==> src/rtl/fwrc_pkg.sv <==
// package for the fault and warning report controller
// assumes: one 40 MHz clock, classic wishbone register access
package fwrc_pkg;
    // byte addresses are four times the printed register index
    localparam logic [7:0] FWRC_IDX_WARN    = 8'h73;
    localparam logic [7:0] FWRC_IDX_MASK1   = 8'h74;
    localparam logic [7:0] FWRC_IDX_MASK2   = 8'h75;
    localparam logic [7:0] FWRC_IDX_MISC    = 8'h76;
    localparam logic [7:0] FWRC_IDX_CBC     = 8'h77;
    localparam logic [7:0] FWRC_IDX_CLEAR   = 8'h78;
    localparam logic [7:0] FWRC_IDX_FAULT   = 8'h79;
    localparam logic [7:0] FWRC_IDX_IRQ_ST  = 8'h7a;
    localparam logic [7:0] FWRC_IDX_IRQ_MSK = 8'h7b;
    localparam int FWRC_ADDR_W = 10;
    // reset values
    localparam logic [7:0] FWRC_RST_MASK1 = 8'h00;
    localparam logic [7:0] FWRC_RST_MASK2 = 8'hf8;
    localparam logic [7:0] FWRC_RST_MISC  = 8'h00;
    localparam logic [7:0] FWRC_RST_CBC   = 8'h00;
    localparam logic [7:0] FWRC_RST_IRQM  = 8'h00;
    // writable bits of the first mask register (bit 3 reserved)
    localparam logic [7:0] FWRC_MASK1_WR  = 8'hf7;
    // first mask register fields
    localparam int FWRC_M1_OTSD = 7;
    localparam int FWRC_M1_DUV  = 6;
    localparam int FWRC_M1_DOV  = 5;
    localparam int FWRC_M1_CLK  = 4;
    localparam int FWRC_M1_PVDD = 2;
    localparam int FWRC_M1_DC   = 1;
    localparam int FWRC_M1_OC   = 0;
    // second mask register fields
    localparam int FWRC_M2_CBCF_LAT = 7;
    localparam int FWRC_M2_CBCW_LAT = 6;
    localparam int FWRC_M2_CLK_LAT  = 5;
    localparam int FWRC_M2_OTSD_LAT = 4;
    localparam int FWRC_M2_OTW_LAT  = 3;
    localparam int FWRC_M2_OTW_MSK  = 2;
    localparam int FWRC_M2_CBCW_MSK = 1;
    localparam int FWRC_M2_CBCF_MSK = 0;
    // misc and current limit fields
    localparam int FWRC_MISC_DETLAT = 7;
    localparam int FWRC_MISC_AUTOREC = 4;
    localparam int FWRC_CBC_FUNC = 2;
    localparam int FWRC_CBC_WARN = 1;
    localparam int FWRC_CBC_FAULT = 0;
    localparam int FWRC_CLR_ANALOG = 7;
    // warning status fields
    localparam int FWRC_W_LEFT  = 5;
    localparam int FWRC_W_RIGHT = 4;
    localparam int FWRC_W_OTW0  = 0;
    localparam int FWRC_OTW_LEVELS = 4;
    // fault status fields (own register)
    localparam int FWRC_F_DUV  = 0;
    localparam int FWRC_F_DOV  = 1;
    localparam int FWRC_F_PUV  = 2;
    localparam int FWRC_F_POV  = 3;
    localparam int FWRC_F_CLK  = 4;
    localparam int FWRC_F_OTSD = 5;
    localparam int FWRC_F_CBC  = 6;
    localparam int FWRC_F_DC   = 7;
    localparam int FWRC_NFLT   = 8;
    localparam logic [7:0] FWRC_ANALOG_FLT = 8'h3f;
    // interrupt status bits
    localparam int FWRC_I_FAULT = 0;
    localparam int FWRC_I_WARN  = 1;
    localparam int FWRC_I_OC    = 2;
endpackage

==> src/rtl/fwrc_bus_if.sv <==
// carrier between the wishbone slave and the register core
// assumes: both ends on SYS_CLK_IN
`timescale 1ns/1ps
interface fwrc_bus_if;
    logic       wr;
    logic       rd;
    logic [7:0] idx;
    logic [7:0] wdata;
    logic [7:0] rdata;
    modport slave (output wr, output rd, output idx, output wdata,
                   input rdata);
    modport core  (input wr, input rd, input idx, input wdata,
                   output rdata);
endinterface

==> src/rtl/fwrc_wb_slave.sv <==
// classic wishbone slave: one-wait ack, byte lane 0 only
// assumes: master holds the request until ack
`timescale 1ns/1ps
module fwrc_wb_slave
    import fwrc_pkg::*;
(
    input  wire logic                   clk_in,
    input  wire logic                   arst_n_in,
    input  wire logic                   ce_in,
    input  wire logic                   cyc_in,
    input  wire logic                   stb_in,
    input  wire logic                   we_in,
    input  wire logic [3:0]             sel_in,
    input  wire logic [FWRC_ADDR_W-1:0] adr_in,
    input  wire logic [31:0]            dat_in,
    output logic                        ack_out,
    output logic [31:0]                 dat_out,
    fwrc_bus_if.slave                   bus
);
    wire req = cyc_in & stb_in & ~ack_out;

    assign bus.idx   = adr_in[FWRC_ADDR_W-1:2];
    assign bus.wdata = dat_in[7:0];
    // strobes fire on the cycle ack rises, once per access
    assign bus.wr    = ce_in & req & we_in & sel_in[0];
    assign bus.rd    = ce_in & req & ~we_in;

    always_ff @(posedge clk_in or negedge arst_n_in) begin
        if (!arst_n_in) begin
            ack_out <= 1'b0;
            dat_out <= 32'h0000_0000;
        end else if (ce_in) begin
            ack_out <= req;
            // data moves only with an answer
            if (req)
                dat_out <= {24'h00_0000, bus.rdata};
        end
    end
endmodule

==> src/rtl/fwrc_top.sv <==
// fault and warning report controller: registers, latching, reporting
// assumes: fault inputs are asynchronous levels from analog monitors
`timescale 1ns/1ps
// Operation
// - left overcurrent warning sets status bit 5, right sets bit 4.
// - temperature level one (112C) sets bit 0, level two (122C) bit 1.
// - temperature level three (134C) sets bit 2, level four (146C) bit 3.
// - mask bit 7 hides the overtemperature shutdown fault; reported by default.
// - bit 6 hides digital undervoltage, bit 5 digital overvoltage fault.
// - bit 4 hides the clock fault report.
// - bit 2 hides both power supply under and overvoltage faults.
// - bit 1 hides the dc fault, bit 0 the overcurrent fault.
// - second register bits 7 and 6 latch cycle limit fault and warning.
// - second register bit 5 latches the clock fault, reset one.
// - bit 4 latches shutdown fault, bit 3 temperature warning, reset one.
// - bits 2, 1, 0 hide temperature warn, cycle warn, cycle fault.
// - misc bit 7 selects latched or live clock detection status.
// - misc bit 4 enables shutdown auto recovery, reset zero.
// - writing one to clear bit 7 clears latched analog faults.
// - supply, clock, temperature faults set flag, hi-z output, report pin.
// - latched analog fault flag stays one until clear bit 7 written.
module fwrc_top
    import fwrc_pkg::*;
#(
    parameter int SYNC_STAGES = 2
)(
    input  wire logic                   SYS_CLK_IN,
    input  wire logic                   ARST_N_IN,
    input  wire logic                   CE_IN,
    input  wire logic                   WB_CYC_IN,
    input  wire logic                   WB_STB_IN,
    input  wire logic                   WB_WE_IN,
    input  wire logic [3:0]             WB_SEL_IN,
    input  wire logic [FWRC_ADDR_W-1:0] WB_ADR_IN,
    input  wire logic [31:0]            WB_DAT_IN,
    input  wire logic                   LEFT_CYCLE_LIMIT_WARN_IN,
    input  wire logic                   RIGHT_CYCLE_LIMIT_WARN_IN,
    input  wire logic [3:0]             TEMP_WARN_LEVEL_IN,
    input  wire logic                   OVERTEMP_SHUTDOWN_IN,
    input  wire logic                   DIGITAL_SUPPLY_UNDER_IN,
    input  wire logic                   DIGITAL_SUPPLY_OVER_IN,
    input  wire logic                   POWER_SUPPLY_UNDER_IN,
    input  wire logic                   POWER_SUPPLY_OVER_IN,
    input  wire logic                   CLOCK_FAULT_IN,
    input  wire logic                   DC_FAULT_IN,
    input  wire logic                   OVERCURRENT_IN,
    input  wire logic                   CYCLE_LIMIT_FAULT_IN,
    input  wire logic                   CLOCK_DETECT_IN,
    output logic                        WB_ACK_OUT,
    output logic [31:0]                 WB_DAT_OUT,
    output logic                        FAULT_REPORT_N_OUT,
    output logic                        OUTPUT_HIZ_OUT,
    output logic                        CLOCK_DETECT_STATUS_OUT,
    output logic                        AUTO_RECOVER_EN_OUT,
    output logic                        CYCLE_LIMIT_FUNC_EN_OUT,
    output logic                        IRQ_OUT
);
    // only a two-flop chain is built
    if (SYNC_STAGES != 2) begin : g_bad_sync
        $error("SYNC_STAGES must be 2");
    end

    localparam int NIN = 16;

    // ---- input synchronisers ----
    logic [NIN-1:0] raw_in;
    logic [NIN-1:0] sync_a;
    logic [NIN-1:0] sync_b;
    assign raw_in = {
        CLOCK_DETECT_IN,
        CYCLE_LIMIT_FAULT_IN,
        OVERCURRENT_IN,
        DC_FAULT_IN,
        CLOCK_FAULT_IN,
        POWER_SUPPLY_OVER_IN,
        POWER_SUPPLY_UNDER_IN,
        DIGITAL_SUPPLY_OVER_IN,
        DIGITAL_SUPPLY_UNDER_IN,
        OVERTEMP_SHUTDOWN_IN,
        TEMP_WARN_LEVEL_IN,
        RIGHT_CYCLE_LIMIT_WARN_IN,
        LEFT_CYCLE_LIMIT_WARN_IN
    };

    genvar gi;
    generate
        for (gi = 0; gi < NIN; gi++) begin : g_sync
            always_ff @(posedge SYS_CLK_IN or negedge ARST_N_IN) begin
                if (!ARST_N_IN) begin
                    sync_a[gi] <= 1'b0;
                    sync_b[gi] <= 1'b0;
                end else if (CE_IN) begin
                    sync_a[gi] <= raw_in[gi];
                    sync_b[gi] <= sync_a[gi];
                end
            end
        end
    endgenerate

    wire       s_left    = sync_b[0];
    wire       s_right   = sync_b[1];
    wire [3:0] s_temp    = sync_b[5:2];

    wire       s_otsd    = sync_b[6];
    wire       s_duv     = sync_b[7];
    wire       s_dov     = sync_b[8];
    wire       s_puv     = sync_b[9];
    wire       s_pov     = sync_b[10];
    wire       s_clk     = sync_b[11];
    wire       s_dc      = sync_b[12];
    wire       s_oc      = sync_b[13];
    wire       s_cbcf    = sync_b[14];
    wire       s_clkdet  = sync_b[15];

    // ---- register bus ----
    fwrc_bus_if bus ();

    fwrc_wb_slave u_wb (
        .clk_in    (SYS_CLK_IN),
        .arst_n_in (ARST_N_IN),
        .ce_in     (CE_IN),
        .cyc_in    (WB_CYC_IN),
        .stb_in    (WB_STB_IN),
        .we_in     (WB_WE_IN),
        .sel_in    (WB_SEL_IN),
        .adr_in    (WB_ADR_IN),
        .dat_in    (WB_DAT_IN),
        .ack_out   (WB_ACK_OUT),
        .dat_out   (WB_DAT_OUT),
        .bus       (bus)
    );

    logic [7:0] fault_report_mask;
    logic [7:0] latch_and_warning_mask;
    logic [7:0] misc_fault_control;
    logic [7:0] current_limit_control;
    logic [7:0] warning_status;
    logic [7:0] fault_status;
    logic [2:0] irq_status;
    logic [2:0] irq_mask;
    logic       clock_detect_held;

    wire wr_mask1 = bus.wr & (bus.idx == FWRC_IDX_MASK1);
    wire wr_mask2 = bus.wr & (bus.idx == FWRC_IDX_MASK2);
    wire wr_misc  = bus.wr & (bus.idx == FWRC_IDX_MISC);
    wire wr_cbc   = bus.wr & (bus.idx == FWRC_IDX_CBC);
    wire wr_irqm  = bus.wr & (bus.idx == FWRC_IDX_IRQ_MSK);
    wire rd_irqs  = bus.rd & (bus.idx == FWRC_IDX_IRQ_ST);
    // write-only strobe, nothing stored
    wire analog_clear = bus.wr & (bus.idx == FWRC_IDX_CLEAR)
                        & bus.wdata[FWRC_CLR_ANALOG];

    always_ff @(posedge SYS_CLK_IN or negedge ARST_N_IN) begin
        if (!ARST_N_IN) begin
            fault_report_mask      <= FWRC_RST_MASK1;
            latch_and_warning_mask <= FWRC_RST_MASK2;
            misc_fault_control     <= FWRC_RST_MISC;
            current_limit_control  <= FWRC_RST_CBC;
            irq_mask               <= FWRC_RST_IRQM[2:0];
        end else if (CE_IN) begin
            if (wr_mask1)
                fault_report_mask <= bus.wdata & FWRC_MASK1_WR;
            if (wr_mask2)
                latch_and_warning_mask <= bus.wdata;
            if (wr_misc)
                misc_fault_control <= bus.wdata;
            if (wr_cbc)
                current_limit_control <= bus.wdata;
            if (wr_irqm)
                irq_mask <= bus.wdata[2:0];
        end
    end

    wire m_otsd = fault_report_mask[FWRC_M1_OTSD];
    wire m_duv  = fault_report_mask[FWRC_M1_DUV];
    wire m_dov  = fault_report_mask[FWRC_M1_DOV];
    wire m_clk  = fault_report_mask[FWRC_M1_CLK];
    wire m_pvdd = fault_report_mask[FWRC_M1_PVDD];
    wire m_dc   = fault_report_mask[FWRC_M1_DC];
    wire m_oc   = fault_report_mask[FWRC_M1_OC];

    wire l_cbcf = latch_and_warning_mask[FWRC_M2_CBCF_LAT];
    wire l_cbcw = latch_and_warning_mask[FWRC_M2_CBCW_LAT];
    wire l_clk  = latch_and_warning_mask[FWRC_M2_CLK_LAT];
    wire l_otsd = latch_and_warning_mask[FWRC_M2_OTSD_LAT];
    wire l_otw  = latch_and_warning_mask[FWRC_M2_OTW_LAT];
    wire m_otw  = latch_and_warning_mask[FWRC_M2_OTW_MSK];
    wire m_cbcw = latch_and_warning_mask[FWRC_M2_CBCW_MSK];
    wire m_cbcf = latch_and_warning_mask[FWRC_M2_CBCF_MSK];

    wire auto_rec = misc_fault_control[FWRC_MISC_AUTOREC];
    wire cbc_func = current_limit_control[FWRC_CBC_FUNC];
    wire cbc_warn = current_limit_control[FWRC_CBC_WARN];
    wire cbc_flt  = current_limit_control[FWRC_CBC_FAULT];

    // ---- live conditions and latch enables per flag ----
    // shutdown clears by itself when auto recovery is on or its latch bit is zero
    wire [7:0] live_flt = {
        s_dc,
        s_cbcf & cbc_flt,
        s_otsd,
        s_clk,
        s_pov,
        s_puv,
        s_dov,
        s_duv
    };

    // dc stays live: no clear reaches it, a latch would stick
    wire [7:0] latch_flt = {
        1'b0,
        l_cbcf,
        l_otsd & ~auto_rec,
        l_clk,
        4'hf
    };

    wire [7:0] live_warn = {
        2'b00,
        s_left & cbc_warn,
        s_right & cbc_warn,
        s_temp
    };

    wire [7:0] latch_warn = {
        2'b00,
        l_cbcw,
        l_cbcw,
        {4{l_otw}}
    };
    wire [7:0] flt_clear  = analog_clear ? FWRC_ANALOG_FLT
                                         : 8'h00;

    // set wins over clear; unlatched bits follow the live level
    wire [7:0] next_fault_status =
        live_flt | (fault_status & latch_flt & ~flt_clear);
    wire [7:0] next_warning_status =
        live_warn | (warning_status & latch_warn & ~{8{analog_clear}});

    always_ff @(posedge SYS_CLK_IN or negedge ARST_N_IN) begin
        if (!ARST_N_IN) begin
            fault_status   <= 8'h00;
            warning_status <= 8'h00;
        end else if (CE_IN) begin
            fault_status   <= next_fault_status;
            warning_status <= next_warning_status;
        end
    end

    // ---- clock detection status ----
    wire next_clock_detect = misc_fault_control[FWRC_MISC_DETLAT]
                             ? (clock_detect_held | s_clkdet)
                             : s_clkdet;

    // ---- reporting ----
    wire report_flt = (fault_status[FWRC_F_OTSD] & ~m_otsd)
                    | (fault_status[FWRC_F_DUV]  & ~m_duv)
                    | (fault_status[FWRC_F_DOV]  & ~m_dov)
                    | (fault_status[FWRC_F_CLK]  & ~m_clk)
                    | ((fault_status[FWRC_F_PUV]
                        | fault_status[FWRC_F_POV]) & ~m_pvdd)
                    | (fault_status[FWRC_F_DC]   & ~m_dc)
                    | (s_oc & ~m_oc)
                    | (fault_status[FWRC_F_CBC]  & ~m_cbcf);
    wire report_warn = (|warning_status[3:0] & ~m_otw)
                     | (|warning_status[5:4] & ~m_cbcw);
    wire hiz = |fault_status[5:0] | s_oc;

    wire [2:0] irq_event = {
        s_oc,
        report_warn,
        report_flt
    };
    wire [2:0] next_irq_status =
        irq_event | (irq_status & ~{3{rd_irqs}});

    always_ff @(posedge SYS_CLK_IN or negedge ARST_N_IN) begin
        if (!ARST_N_IN) begin
            irq_status              <= 3'h0;
            clock_detect_held       <= 1'b0;
            FAULT_REPORT_N_OUT      <= 1'b1;
            OUTPUT_HIZ_OUT          <= 1'b0;
            CLOCK_DETECT_STATUS_OUT <= 1'b0;
            AUTO_RECOVER_EN_OUT     <= 1'b0;
            CYCLE_LIMIT_FUNC_EN_OUT <= 1'b0;
            IRQ_OUT                 <= 1'b0;
        end else if (CE_IN) begin
            irq_status              <= next_irq_status;
            clock_detect_held       <= next_clock_detect;
            FAULT_REPORT_N_OUT      <= ~(report_flt | report_warn);
            OUTPUT_HIZ_OUT          <= hiz;
            CLOCK_DETECT_STATUS_OUT <= next_clock_detect;
            AUTO_RECOVER_EN_OUT     <= auto_rec;
            CYCLE_LIMIT_FUNC_EN_OUT <= cbc_func;
            IRQ_OUT                 <= |(next_irq_status & irq_mask);
        end
    end

    // ---- read mux; unmapped indexes read zero ----
    logic [7:0] rsel;
    always_comb begin
        case (bus.idx)
            FWRC_IDX_WARN:    rsel = warning_status;
            FWRC_IDX_MASK1:   rsel = fault_report_mask;
            FWRC_IDX_MASK2:   rsel = latch_and_warning_mask;
            FWRC_IDX_MISC:    rsel = misc_fault_control;
            FWRC_IDX_CBC:     rsel = current_limit_control;
            FWRC_IDX_CLEAR:   rsel = 8'h00;
            FWRC_IDX_FAULT:   rsel = fault_status;
            FWRC_IDX_IRQ_ST:  rsel = {5'h00, irq_status};
            FWRC_IDX_IRQ_MSK: rsel = {5'h00, irq_mask};
            default:          rsel = 8'h00;
        endcase
    end
    assign bus.rdata = rsel;
endmodule

==> config.mk <==
export PLATFORM = sky130hd
export DESIGN_NAME = fwrc_top
export DESIGN_NICKNAME = d
export VERILOG_FILES = /design/src/rtl/fwrc_pkg.sv /design/src/rtl/fwrc_bus_if.sv /design/src/rtl/fwrc_wb_slave.sv /design/src/rtl/fwrc_top.sv
export SDC_FILE = /design/constraint.sdc
export NUM_CORES = 1
export LEC_CHECK = 0
export BUFFER_PORTS_ARGS = -buffer_cell sky130_fd_sc_hd__buf_2
export CAP_MARGIN = 20
export CORE_MARGIN = 4
export CORE_UTILIZATION = 50
export DETAILED_ROUTE_END_ITERATION = 16
export PLACE_DENSITY = 0.8
export SKIP_LAST_GASP = 1
export SYNTH_ARGS = -nofsm -noshare
export SYNTH_HDL_FRONTEND = slang
export SYNTH_SLANG_ARGS = --single-unit
==> constraint.sdc <==
create_clock -name SYS_CLK_IN -period 4.1 [get_ports SYS_CLK_IN]
set_input_delay 0.615 -clock SYS_CLK_IN [delete_from_list [all_inputs] [get_ports SYS_CLK_IN]]
set_output_delay 0.615 -clock SYS_CLK_IN [all_outputs]
set_load 0.02 [all_outputs]
# Word level (Yosys, flattened, before mapping)
# Index checks and enable logic that the tools add are counted.
dict set report classes {
  n_reduce_logical 10
  n_eq_ne 9
  muxes 3
  n_bitwise 66
}
# cell count
set op_table {}
lappend op_table {{8-bit by 7-bit == test with 1-bit output, second input constant} 9}
lappend op_table {{8-bit one-hot mux with 8 select lines} 1}
lappend op_table {{1-bit AND} 28}
lappend op_table {{8-bit AND} 2}
lappend op_table {{1-bit inverter} 14}
lappend op_table {{1-bit bitwise OR} 12}
lappend op_table {{2-bit AND reduction} 6}
lappend op_table {{8-bit by 6-bit AND with 8-bit output} 1}
lappend op_table {{8-bit by 7-bit AND with 8-bit output} 1}
lappend op_table {{6-bit inverter with 8-bit output} 1}
lappend op_table {{8-bit inverter} 1}
lappend op_table {{6-bit by 8-bit bitwise OR with 8-bit output} 1}
lappend op_table {{8-bit bitwise OR} 1}
lappend op_table {{3-bit AND} 2}
lappend op_table {{6-bit 2-to-1 mux} 1}
lappend op_table {{6-bit OR reduction} 1}
lappend op_table {{4-bit OR reduction} 1}
lappend op_table {{3-bit inverter} 1}
lappend op_table {{3-bit bitwise OR} 1}
lappend op_table {{3-bit OR reduction} 1}
lappend op_table {{2-bit OR reduction} 1}
lappend op_table {{1-bit 2-to-1 mux} 1}
dict set report word_totals {
  ff_bits 100
  inputBits 68
  wordCells 136
  output_inout_bits 39
}

# Depth between registers and ports, before layout
dict set report logic_depth {
  word_depth 12
  ltp_mapped 7
  mapped_depth_nobuf 4
}

# Modules after synthesis
# Synthesis repeated with hierarchy kept, for this count alone.
dict set report hier_totals {
  hier_cells 359
  area_unflattened_um2 4717.0
}
# mod seq_area_each_um2 area_each_um2 instances cells_per_inst
set by_module_without_submodules {}
lappend by_module_without_submodules {fwrc_top 2234.6 4016.4 1 294}
lappend by_module_without_submodules {fwrc_wb_slave 225.2 700.7 1 65}

# Least setup slack after synthesis
# Ideal clock, no wire load.
dict set report synth_path {
  path_kind {input -> register}
  startpoint {input WB_ADR_IN[9]}
  endpoint {register current_limit_control[0]}
  arrival_time_ns 1.799
  slack_ns 2.176
  required_time_ns 3.975
  path_buffers 0
  path_stages 4
  setup_time_ns 0.125
  path_cell_list {nand4b_4 -> nor4_4 -> nand3_1 -> mux2_2}
}
dict set report synth_via {
  elab_chain_cells 3
}
# item line
set synth_rtl {}
lappend synth_rtl {{start: declaration} fwrc_top.sv:34} ;# input wire logic [FWRC_ADDR_W-1:0] WB_ADR_IN,
lappend synth_rtl {{8-bit by 7-bit == test with 1-bit output} fwrc_top.sv:146} ;# wire wr_cbc = bus.wr & (bus.idx == FWRC_IDX_CBC);
lappend synth_rtl {{1-bit AND} fwrc_top.sv:146}
lappend synth_rtl {{2-bit AND reduction (no line)} --}
lappend synth_rtl {{end signal: assignment} fwrc_top.sv:168} ;# current_limit_control <= bus.wdata;
lappend synth_rtl {{end: declaration} fwrc_top.sv:136} ;# logic [7:0] current_limit_control;
# No other way between the ends.
# A chain may end at the register's enable or synchronous reset.

# Final worst setup path
dict set report layout_path {
  startpoint {input CE_IN}
  endpoint {register current_limit_control[4]}
}
dict set report layout_via {
  elab_chain_cells 5
}
# item line
set layout_rtl {}
lappend layout_rtl {{start: declaration} fwrc_top.sv:29} ;# input wire logic CE_IN,
lappend layout_rtl {{1-bit AND (3 in series)} fwrc_wb_slave.sv:25} ;# assign bus.wr = ce_in & req & we_in & sel_in[0];
lappend layout_rtl {{1-bit AND} fwrc_top.sv:146}
lappend layout_rtl {{2-bit AND reduction (no line) (*)} --}
# Every way passes the cells marked *; elsewhere a longest branch is shown, timed or not.

==> flow_metrics.env <==
export IMPL_ctsHoldBuffers=0
export IMPL_ios=107
export IMPL_cts_tree="done"
export IMPL_place_worst_setup_slack_ns=0.891
export IMPL_net_switching_power_uw=517
export IMPL_period_share=0.680
export IMPL_ys_seq_area_frac=0.529
export IMPL_rr_startpoint="u_wb.ack_out$_DFFE_PN0P_"
export IMPL_insertion_delay_ns=0.37
export IMPL_setup_ws_ns=1.31
export IMPL_viasPerCell=5.69
export IMPL_drv_slew=0
export IMPL_cts_resized=0
export IMPL_fp_dieArea_um2=10900
export IMPL_vias=3052
export IMPL_htree_num_levels=3
export IMPL_powerDensity_nw_per_um2=365
export IMPL_vdd_drop_max_mv=0.190
export IMPL_root_buffer="clkbuf_8"
export IMPL_start_kind="input port"
export IMPL_clock_skew_ns=0.00763
export IMPL_power_internal_uw=1340
export IMPL_seqPwrFrac=0.578
export IMPL_syn_cell_area_um2=4650
export IMPL_rsz0062_at_grt="no"
export IMPL_drc=0
export IMPL_die_h_um=104
export IMPL_final_cell_mix="dfrtp_1 (92), mux2_2 (74), buf_2 (52)"
export IMPL_drive_gt1_frac=0.374
export IMPL_overflow=0
export IMPL_cts_setup_buffers=0
export IMPL_drtIter0Drc=159
export IMPL_comb_power_share=0.106
export IMPL_r2r_slack_ns=1.69
export IMPL_tightestPinTransition_ns=0.947
export IMPL_synthToLayoutAreaGrowth_pct=9.49
export IMPL_start_util=0.523
export IMPL_rows=34
export IMPL_yosys_warnings=0
export IMPL_antenna_left=0
export IMPL_placed_cells=520
export IMPL_fmax_mhz=359
export IMPL_crit_type="in -> reg"
export IMPL_clockBufferDepth=2
export IMPL_rr_endpoint="current_limit_control[4]$_DFFE_PN0P_"
export IMPL_die_w_um=104
export IMPL_synth_distinct_cells=50
export IMPL_detailed_place_hpwl_um=7020
export IMPL_worstSetupEndpointType="register"
export IMPL_switching_share=0.278
export IMPL_synthCells=375
export IMPL_grt_pass1_wl_um=16300
export IMPL_whs_ns=0.334
export IMPL_clkTransAtPathRegs_ns=0.09
export IMPL_grt_pass1_vias=3147
export IMPL_setup_viol=0
export IMPL_wl_per_cell_um=18.1
export IMPL_cts_num_sinks=98
export IMPL_n_antenna_cell=0
export IMPL_outcome="complete, no violations"
export IMPL_min_path_type="in -> async"
export IMPL_final_hold_violation_count=0
export IMPL_grt_max_degree=68
export IMPL_cts_buffers_inserted=9
export IMPL_cp_max_fo=28
export IMPL_gp_congestion=0.939
export IMPL_fin_cells=536
export IMPL_io_buffers=53
export IMPL_maxSlewHeadroom=0.352
export IMPL_drt_total_wl_um=9710
export IMPL_drt_first_pass_iters=4
export IMPL_synth_seq_cells=98
export IMPL_required_ns=4.35
export IMPL_maxCapViolCount=0
export IMPL_leakage_uw=0.00233
export IMPL_fin_crit_ns=2.79
export IMPL_antenna_found_initial=0
export IMPL_fin_setup_tns_ns=0
export IMPL_reg2reg_depth=4
export IMPL_nets=491
export IMPL_arrival_ns=3.04
export IMPL_design_core_area_um2=8890
export IMPL_track_usage=0.191
export IMPL_final_common_cell="dfrtp_1"
export IMPL_timing_critical_path_from="CE_IN"
export IMPL_clockPowerShare=0.316
export IMPL_avgSynthCellArea_um2=12.4
power groups by stage:
stage | Clock (uW) | Sequential, uW | Combinational, uW
final | 586 | 1070 | 198
after detailed placement | 0 | 1090 | 199
after floorplan | 0 | 1080 | 146
after CTS | 606 | 1070 | 200
after global placement | 0 | 1090 | 192
after global routing | 655 | 1080 | 221
synth_stat cells (all sizes together):
cell | n | share of area
a2111oi | 1 | 0.0019
a21boi | 1 | 0.0016
a21oi | 4 | 0.0043
a222oi | 1 | 0.0022
a22o | 11 | 0.021
a22oi | 4 | 0.0065
a311o | 1 | 0.0022
a31oi | 1 | 0.0013
a32o | 1 | 0.0022
a32oi | 4 | 0.0075
a41oi | 1 | 0.0019
and4 | 1 | 0.0019
buf | 33 | 0.047
clkbuf | 8 | 0.0065
conb | 1 | 0.00081
dfrtp | 92 | 0.49
dfstp | 6 | 0.034
inv | 12 | 0.0097
mux2 | 74 | 0.18
mux2i | 8 | 0.017
mux4 | 4 | 0.019
nand2 | 24 | 0.019
nand2b | 6 | 0.0081
nand3 | 6 | 0.0065
nand3b | 6 | 0.0097
nand4 | 3 | 0.0040
nand4b | 2 | 0.0083
nand4bb | 1 | 0.0024
nor2 | 8 | 0.0070
nor2b | 7 | 0.0094
nor3 | 2 | 0.0022
nor3b | 1 | 0.0016
nor4 | 4 | 0.0086
o2111ai | 1 | 0.0019
o211ai | 3 | 0.0048
o21ai | 18 | 0.019
o21ba | 1 | 0.0022
o21bai | 1 | 0.0016
o221ai | 4 | 0.0075
o22ai | 2 | 0.0027
o2bb2ai | 2 | 0.0038
o32ai | 1 | 0.0019
o41ai | 1 | 0.0019
or3 | 1 | 0.0013
or4 | 1 | 0.0016
flip-flops by register name (all words and copies together) (netlist names), 3 cells and up:
register,cells
latch_and_warning_mask,8
fault_status,8
irq_status,3
warning_status,6
misc_fault_control,8
sync_a,16
fault_report_mask,7
current_limit_control,8
live_warn,4
irq_mask,3
u_wb.dat_out,8
cells by family (layout without fill, tap and decap cells):
| kind of cell | after synthesis | after routing | share of synthesized area |
|---|---|---|---|
| flops | 98 | 98 | 0.529 |
| buf+inv | 53 | 83 | 0.0632 |
| compound gates | 64 | 64 | 0.0998 |
| other cells | 1 | 24 | 0.000806 |
| mux | 86 | 86 | 0.216 |
| simple gates | 73 | 73 | 0.0920 |
worst max-delay path: stages:
cell,delay (ns)
buf_2,0.48
nand4b_2,0.60
nor4_4,0.45
nand3_1,0.46
mux2_2,0.44
cell type report:
cell class                 instances  area (um^2)
fill                             742         3800
clock inverter                     7         62.6
tap                              108          135
clock buffer                       9          124
sequential                        98         2460
inverter                          12         45.0
timing repair buffer              55          283
multi-input combinational        247         1990
layer usage:
metal | track usage | wire length (um)
met5 | 0 | 0
met1 | 0.264 | 4280
met3 | 0.0422 | 703
met4 | 0.0750 | 179
met2 | 0.293 | 4550
stage by stage:
stage / util / total power, uW / area [um^2]
after floorplan: - / 1220 / 4740
after global placement: 0.552 / 1280 / 4910
after detailed placement: 0.552 / 1290 / 4910
after CTS: 0.573 / 1880 / 5090
after global routing: 0.573 / 1960 / 5090
final: 0.573 / 1860 / 5090
how the worst max path moves through the flow:
| stage | to | cells after the start |
|---|---|---|
| final | current_limit_control[4]$_DFFE_PN0P_ | 5 |
| after detailed placement | current_limit_control[4]$_DFFE_PN0P_ | 5 |
| after CTS | current_limit_control[4]$_DFFE_PN0P_ | 5 |
| after global placement | current_limit_control[4]$_DFFE_PN0P_ | 5 |
| after floorplan | current_limit_control[0]$_DFFE_PN0P_ | 4 |
| after global routing | current_limit_control[4]$_DFFE_PN0P_ | 5 |
(Power assumes the default switching activity.)
